`src/rec_pkg.sv`:
```
// package for the regulator enable control block
// assumes a single 40 MHz clock domain and an APB register port
package rec_pkg;

  localparam logic [15:0] REC_RTC_PM_OFFSET    = 16'h1930;
  localparam logic [15:0] REC_REG_CTRL_OFFSET  = 16'h7004;
  localparam int          REC_PM_CLKOUT_BIT    = 0;
  localparam int          REC_PM_REGPD_BIT     = 1;
  localparam int          REC_PM_BGPD_BIT      = 2;
  localparam int          REC_PM_WDIR_BIT      = 3;
  localparam int          REC_PM_WOUT_BIT      = 4;
  localparam int          REC_RC_USBEN_BIT     = 0;
  localparam int          REC_RC_VSEL_BIT      = 1;
  localparam logic [4:0]  REC_PM_RESET         = 5'h10;
  localparam logic [1:0]  REC_RC_RESET         = 2'h0;
  localparam logic [6:0]  REC_OUT_RESET        = 7'h64;

  typedef struct packed {
    logic       wake_pin_output;
    logic       wake_pin_direction;
    logic       bandgap_powerdown;
    logic       regulator_powerdown;
    logic       clkout_en;
  } rec_pm_s;

  typedef struct packed {
    logic       core_regulator_voltage_select;
    logic       usb_regulator_enable;
  } rec_rc_s;

  typedef struct packed {
    logic       analog_on;
    logic       core_on;
    logic       usb_on;
    logic       core_low_voltage;
    logic       bandgap_on;
    logic       wake_drive_low;
    logic       clkout_en;
  } rec_out_s;

  typedef struct packed {
    rec_pm_s     pm;
    rec_rc_s     rc;
    rec_out_s    out;
    logic        pready;
    logic        pslverr;
    logic [31:0] prdata;
  } rec_state_s;

endpackage : rec_pkg

```
`src/rec_regulator_enable_control.sv`:
```
// regulator enable control: decodes regulator on/off state and core voltage
// assumes synchronous inputs, APB master on mclk, rst asynchronous active high
// Summary of operation
// voltage select bit 1: clear gives 1.3 V core, set gives 1.05 V.
// usb enable bit 0: clear turns usb regulator off and floats output.
// control register bits 15:2 read zero and ignore writes.
// after reset usb enable and voltage select are zero.
// either power-down bit turns all regulators off.
// no power-down: analog on, core on while pin low, usb on while enabled.
// after power-down only a wake pin, rtc alarm or power cycle restores; the code also restores on an APB write to 1930h.
// analog regulator is switched only by the power-down bits.
// software on slow parts selects 1.05 V after reset.
// regulator control register is 16 bits at 7004h.
// rtc power management register is 16 bits at 1930h, bits 4:0.
// regulator power-down keeps bandgap on; bandgap power-down turns it off.
// software sets wake pin as input before power-down.
// wake pin as input is active high.
// a qualifying wake clears both power-down bits.
//
// The APB slave port was decided locally.
`timescale 1ns/1ps
module rec_regulator_enable_control (
  input  wire logic                mclk,
  input  wire logic                rst,
  input  wire logic                clk_en,
  input  wire logic                psel,
  input  wire logic                penable,
  input  wire logic                pwrite,
  input  wire logic [15:0]         paddr,
  input  wire logic [31:0]         pwdata,
  input  wire logic [3:0]          pstrb,
  output logic                     pready,
  output logic                     pslverr,
  output logic [31:0]              prdata,
  input  wire logic                core_regulator_enable_pin,
  input  wire logic                wake_pin_in,
  input  wire logic                rtc_alarm,
  output logic                     analog_regulator_on,
  output logic                     core_regulator_on,
  output logic                     usb_regulator_on,
  output logic                     core_regulator_low_voltage,
  output logic                     bandgap_on,
  output logic                     wake_pin_oe,
  output logic                     wake_pin_out,
  output logic                     rtc_clock_out_enable
);
  import rec_pkg::*;

  rec_state_s state_reg;
  rec_state_s state_next;
  logic       wake_event;
  logic       setup;
  logic       wr;
  logic       hit_pm;
  logic       hit_rc;
  logic       pd_any;

  always_comb begin
    state_next = state_reg;
    setup      = psel && !penable;
    wr         = psel && penable && pwrite && state_reg.pready;
    hit_pm     = (paddr == REC_RTC_PM_OFFSET);
    hit_rc     = (paddr == REC_REG_CTRL_OFFSET);
    // wake input only counts while configured as active-high input
    wake_event = (wake_pin_in && !state_reg.pm.wake_pin_direction) || rtc_alarm;
    state_next.pready  = 1'b0;
    state_next.pslverr = 1'b0;
    state_next.prdata  = 32'h0000_0000;
    if (setup) begin
      state_next.pready  = 1'b1;
      state_next.pslverr = !(hit_pm || hit_rc);
      if (!pwrite && hit_pm) begin
        state_next.prdata = {27'h0000000, state_reg.pm.wake_pin_output,
                             state_reg.pm.wake_pin_direction,
                             state_reg.pm.bandgap_powerdown,
                             state_reg.pm.regulator_powerdown,
                             state_reg.pm.clkout_en};
      end else if (!pwrite && hit_rc) begin
        state_next.prdata = {30'h00000000,
                             state_reg.rc.core_regulator_voltage_select,
                             state_reg.rc.usb_regulator_enable};
      end
    end
    if (wr && pstrb[0] && hit_pm) begin
      state_next.pm.clkout_en           = pwdata[REC_PM_CLKOUT_BIT];
      state_next.pm.regulator_powerdown = pwdata[REC_PM_REGPD_BIT];
      state_next.pm.bandgap_powerdown   = pwdata[REC_PM_BGPD_BIT];
      state_next.pm.wake_pin_direction  = pwdata[REC_PM_WDIR_BIT];
      state_next.pm.wake_pin_output     = pwdata[REC_PM_WOUT_BIT];
    end
    if (wr && pstrb[0] && hit_rc) begin
      // only bits 1:0 are stored
      state_next.rc.usb_regulator_enable          = pwdata[REC_RC_USBEN_BIT];
      state_next.rc.core_regulator_voltage_select = pwdata[REC_RC_VSEL_BIT];
    end
    // wake clears power-down; a wake wins over a same-cycle write
    if (wake_event) begin
      state_next.pm.regulator_powerdown = 1'b0;
      state_next.pm.bandgap_powerdown   = 1'b0;
    end
    pd_any = state_next.pm.regulator_powerdown || state_next.pm.bandgap_powerdown;
    state_next.out.analog_on        = !pd_any;
    state_next.out.core_on          = !pd_any && !core_regulator_enable_pin;
    state_next.out.usb_on           = !pd_any && state_next.rc.usb_regulator_enable;
    state_next.out.core_low_voltage = state_next.rc.core_regulator_voltage_select;
    state_next.out.bandgap_on       = !state_next.pm.bandgap_powerdown;
    state_next.out.wake_drive_low   = state_next.pm.wake_pin_direction &&
                                      !state_next.pm.wake_pin_output;
    state_next.out.clkout_en        = state_next.pm.clkout_en;
  end

  always_ff @(posedge mclk or posedge rst) begin
    if (rst) begin
      state_reg.pm      <= rec_pm_s'(REC_PM_RESET);
      state_reg.rc      <= rec_rc_s'(REC_RC_RESET);
      state_reg.out     <= rec_out_s'(REC_OUT_RESET);
      state_reg.pready  <= 1'b0;
      state_reg.pslverr <= 1'b0;
      state_reg.prdata  <= 32'h0000_0000;
    end else if (clk_en) begin
      state_reg <= state_next;
    end
  end

  assign pready                     = state_reg.pready;
  assign pslverr                    = state_reg.pslverr;
  assign prdata                     = state_reg.prdata;
  assign analog_regulator_on        = state_reg.out.analog_on;
  assign core_regulator_on          = state_reg.out.core_on;
  assign usb_regulator_on           = state_reg.out.usb_on;
  assign core_regulator_low_voltage = state_reg.out.core_low_voltage;
  assign bandgap_on                 = state_reg.out.bandgap_on;
  assign wake_pin_oe                = state_reg.out.wake_drive_low;
  assign wake_pin_out               = 1'b0;
  assign rtc_clock_out_enable       = state_reg.out.clkout_en;
endmodule : rec_regulator_enable_control

```
`config.mk`:
```
export PLATFORM = sky130hd
export DESIGN_NAME = rec_regulator_enable_control
export DESIGN_NICKNAME = d
export VERILOG_FILES = /design/src/rec_pkg.sv /design/src/rec_regulator_enable_control.sv
export SDC_FILE = /design/constraint.sdc
export NUM_CORES = 1
export LEC_CHECK = 0
export BUFFER_PORTS_ARGS = -buffer_cell sky130_fd_sc_hd__buf_2
export CAP_MARGIN = 30
export CORE_ASPECT_RATIO = 0.8
export CORE_MARGIN = 3
export CORE_UTILIZATION = 38
export CTS_CLUSTER_DIAMETER = 30
export DETAILED_ROUTE_END_ITERATION = 6
export GPL_TIMING_DRIVEN = 0
export PLACE_DENSITY = 0.79
export SETUP_SLACK_MARGIN = 0.2
export SYNTH_ARGS = -nofsm -noshare
export SYNTH_HDL_FRONTEND = slang
export SYNTH_SLANG_ARGS = --single-unit
```
`constraint.sdc`:
```
create_clock -name mclk -period 1.9 [get_ports mclk]
set_input_delay 0 -clock mclk [delete_from_list [all_inputs] [get_ports mclk]]
set_output_delay 0 -clock mclk [all_outputs]
set_load 0.01 [all_outputs]
```
## After elaboration in Yosys (flattened, before gate mapping)

Index checks and enable logic that the tools add are counted.

- Register bits after elaboration: 46
- Input bits: 61
- Logic and storage cells: 49

- Eq/ne operators: 2
- Mux-type cells: 6
- Reductions and logical operators: 26

Operators with widths:

| kind | number |
|---|---|
| $mux 34 | 1 |
| $eq 16x13->1 const B | 1 |
| $eq 16x15->1 const B | 1 |
| $logic_and 1x1->1 | 13 |
| $mux 5 | 2 |
| $logic_not 1->1 | 8 |
| $mux 2 | 3 |
| $reduce_and 2->1 | 2 |
| $logic_or 1x1->1 | 3 |

## Logic depth before layout (Yosys ltp)

- Depth in word-level cells: 10
- Mapped depth: 5
- Depth with buffers taken out: 5

## Worst setup path after synthesis

No wires, ideal clock.

- Kind: input to register
- Start: in paddr[6]
- End: reg state_reg, in the netlist rtc_clock_out_enable
- Library setup time: 0.125 ns
- Data arrival time: 1.588 ns
- Setup slack: 0.187 ns
- Stages on the path: 5
- Cell sequence: or4_4 > nor4_4 > nand4_1 > nor2_2 > mux2_2

- Word-level cells in the longest chain between the ends: 3

RTL lines:

| what | RTL line | RTL |
|---|---|---|
| from (decl) | rec_regulator_enable_control.sv:29 | `input wire logic [15:0] paddr,` |
| $eq 16x13->1 | rec_regulator_enable_control.sv:62 | `hit_pm = (paddr == REC_RTC_PM_OFFSET);` |
| $logic_and 1x1->1 | rec_regulator_enable_control.sv:84 | `if (wr && pstrb[0] && hit_pm) begin` |
| $reduce_and 2->1 (no source line) | n/a |  |
| to (signal assigned) | rec_regulator_enable_control.sv:121 | `state_reg <= state_next;` |
| to (decl) | rec_regulator_enable_control.sv:49 | `rec_state_s state_reg;` |

No other way between the ends.
A chain may end at the register's enable or synchronous reset.

## Worst setup path in the final report

- Start: reg pready (netlist name)
- End: reg state_reg, in the netlist rtc_clock_out_enable

- Word-level cells in the longest chain between the ends: 4

RTL lines:

| what | RTL line | RTL |
|---|---|---|
| $logic_and 1x1->1 | rec_regulator_enable_control.sv:61 | `wr = psel && penable && pwrite && state_reg.pready;` |
| $logic_and 1x1->1 (2 in series) | rec_regulator_enable_control.sv:84 |  |
| $reduce_and 2->1 (no source line) | n/a |  |

No other way between the ends.

==> summary.md <==
| Metric | Value |
|---|---|
| Register-to-Register Path Depth | 5 |
| Largest net degree at the start of global routing | 20 |
| Setup slack after layout | 0.204 ns |
| Core region area | about 3000 µm² |
| Pre-antenna DRT Iters | 4 |
| Max Cap Viol | 0 |
| Post-synth top cells | buf_4, dfrtp_1 |
| Number of instances in the placed design | around 230 |
| Global-route wire length before repair | roughly 4400 µm |
| Final instance area | around 1800 µm² |
| Die Wd | slightly below 70 µm |
| WHS Endpoint | rtc_clock_out_enable |
| Cells after synthesis | 124 |
| Arrival @ worst endpoint | between 1.5 and 2 ns |
| Status | finished clean |
| Fmax | slightly below 0.6 GHz |
| EDFF count, synth | 0 |
| Clock transition at path regs | approximately 0.070 ns |
| Avg Cell Area, Syn | between 9 and 10 µm² |
| Endpoints failing hold | 0 |
| Pleak | between 0.9 and 1 nW |
| Yosys cell types | 37 |
| Yosys top cell area share | 0.305 |
| Crit. End Element | register |
| Power Total | roughly 870 µW |
| Post-Route Setup TNS | 0 ns |
| Total track usage | 0.138 |
| CP Launch Point | pready |
| DIE HEIGHT | about 57 µm |
| Vias per cell | roughly 4.4 |
| Finished Core Util | 0.601 |
| Ys Warns | 0 |
| CTS Buf Count | 3 |
| Slew headroom | 0.507 |
| Slew @ Worst Pin | 0.730 ns |
| Pwr Density | 496 nW/µm² |
| H-Tree Level Count | 1 |
| Worst R2R Setup Slack | just over 0.2 ns |
| Clk_skew | approximately 0.0085 ns |
| Syn Std Cell Area | 1230 µm² |
| Share of layout cells above drive strength 1 | 0.514 |
| CTS tree | done |
| CP max FO | 4 |
| Number of placed I/O pins | approximately 100 |
| Max Slew Vio Count | 0 |
| Antenna Diode Count | 0 |
| Worst hold stages | 2 |
| Sequential-to-total area share from yosys stat | 0.390 |
| Crit share post-route | 0.893 |
| Worst slack, placed | -0.0826 ns |
| Port Buffers | 44 |
| Minimum clock period | between 1.5 and 2 ns |
| WP data required | just over 2 ns |
| Most frequent cell after synthesis | buf_4 |
| Post-synth ARST share | 1.00 |
| Leading area contributor after synthesis | dfrtp_1 |
| DRC viols | 0 |
| Initial Util | 0.422 |
| Fin nets | 270 |
| Starting DRC count in detailed routing | 31 |
| Wirelength, routed | roughly 2800 µm |
| Post-DR wirelength/cell | roughly 11 µm |
| FP Rows | 17 |
| RSZ-0062 raised after global routing | true |
| Die area | between 3000 and 4000 µm² |
| Post-route insts no fill | 246 |
| Critical path type | register to register |
| Final HPWL DP | ~2200 µm |
| DR vias | about 1.1k |
| Main area contributors after synthesis | dfrtp_1, buf_4, dfstp_2 |
| Reg-to-Reg End | rtc_clock_out_enable |
| Number of global-route vias before repair | 1,012 |
| GPL Wtd Cong | about 0.83 |
| Max clock buf depth | 2 |
| Hold Worst Slack | approximately 0.022 ns |
| Post-DP Area | around 1600 µm² |
| Initial antenna violation count | 0 |
| Worst setup SP type | register |
| Number of fill cells | between 200 and 300 |
| Antenna Nets Post-Route | 0 |
| Seq cells post-synth | 19 |
| Worst r2r src | pready |
| Synth-to-Final Area Change | 42.3% |
| Hold Crit Start | pwdata[0] |
| Remaining global-route overflow | 0 |
| CTS Root Cell | clkbuf_8 |
| Worst-Skew Late Latency | roughly 0.26 ns |
| Peak VDD IR | roughly 350 µV |
| Finish-stage setup viols | 0 |
| Min-delay worst type | primary input to register |
| Clock sinks | 19 |
| Dominant synthesized flop cell | dfrtp_1 |
-- area by class of cell --
cell class                 count  area (µm²)  share of cell area
multi-input combinational     91         602               0.344
sequential                    19         480               0.274
timing repair buffer          53         298               0.170
buffer                        35         255               0.146
tap                           38        47.5              0.0271
clock buffer                   3        41.3              0.0236
inverter                       6        22.5              0.0129
clock inverter                 1        5.00             0.00286
-- cells in the final DEF, fill, tap and decap left out, types with 2 or more instances in the layout --
cell type / n
a32o_1: 2
buf_4: 38
o31ai_1: 2
dfstp_2: 4
nor2_1: 6
mux2_2: 3
a21oi_1: 3
nand3b_1: 2
nor2_4: 2
nand3_1: 6
clkbuf_1: 2
clkbuf_8: 3
or4_4: 2
inv_1: 6
mux2_4: 3
nor3_1: 4
dfrtp_1: 15
a31oi_1: 2
buf_2: 44
a22o_1: 3
and3_1: 3
conb_1: 28
a221o_2: 2
dlygate4sd3_1: 4
-- power by group --
group / internal [mW] / switching [mW]
logic: 0.0859 / 0.0858
clock network: 0.146 / 0.132
registers: 0.414 / 0.00465
-- critical path: stages (launching register included) --
cell	delay, ns
dfrtp_1	0.38
nand2_2	0.09
nor4_4	0.34
nand4_1	0.22
nor2_4	0.25
mux2_4	0.32
-- per-layer routing --
metal | vias to the layer above | wire length (µm) | GRT usage
met5 | - | 0 | 0
met3 | 2 | 237 | 0.0519
met1 | 493 | 1210 | 0.180
met4 | 0 | 14 | 0.0246
met2 | 46 | 1320 | 0.223
li1 | 552 | - | -
-- cells by family after synthesis --
logic type	count (synthesis)	share of synthesized area
buf+inv	41	0.226
mux	6	0.0549
flops	19	0.390
compound gates	20	0.126
simple gates	37	0.200
other cells	1	0.00305
-- timing repair --
action	4_1_cts	5_1_grt
hold buffers	4	0
endpoints found under the hold margin	18	0
gates cloned	0	0
pin swaps	0	4
setup buffers	0	5
endpoints found under the setup margin	2	7
resized for setup	1	7
-- worst max-delay path by stage --
stage / to / cells past startpoint
2_1_floorplan: rtc_clock_out_enable / 5
3_3_place_gp: rtc_clock_out_enable / 6
3_5_place_dp: rtc_clock_out_enable / 6
4_1_cts: state_reg[46] / 6
5_1_grt: bandgap_on / 5
6_report: rtc_clock_out_enable / 5
Power figures use the tool's default switching activity.
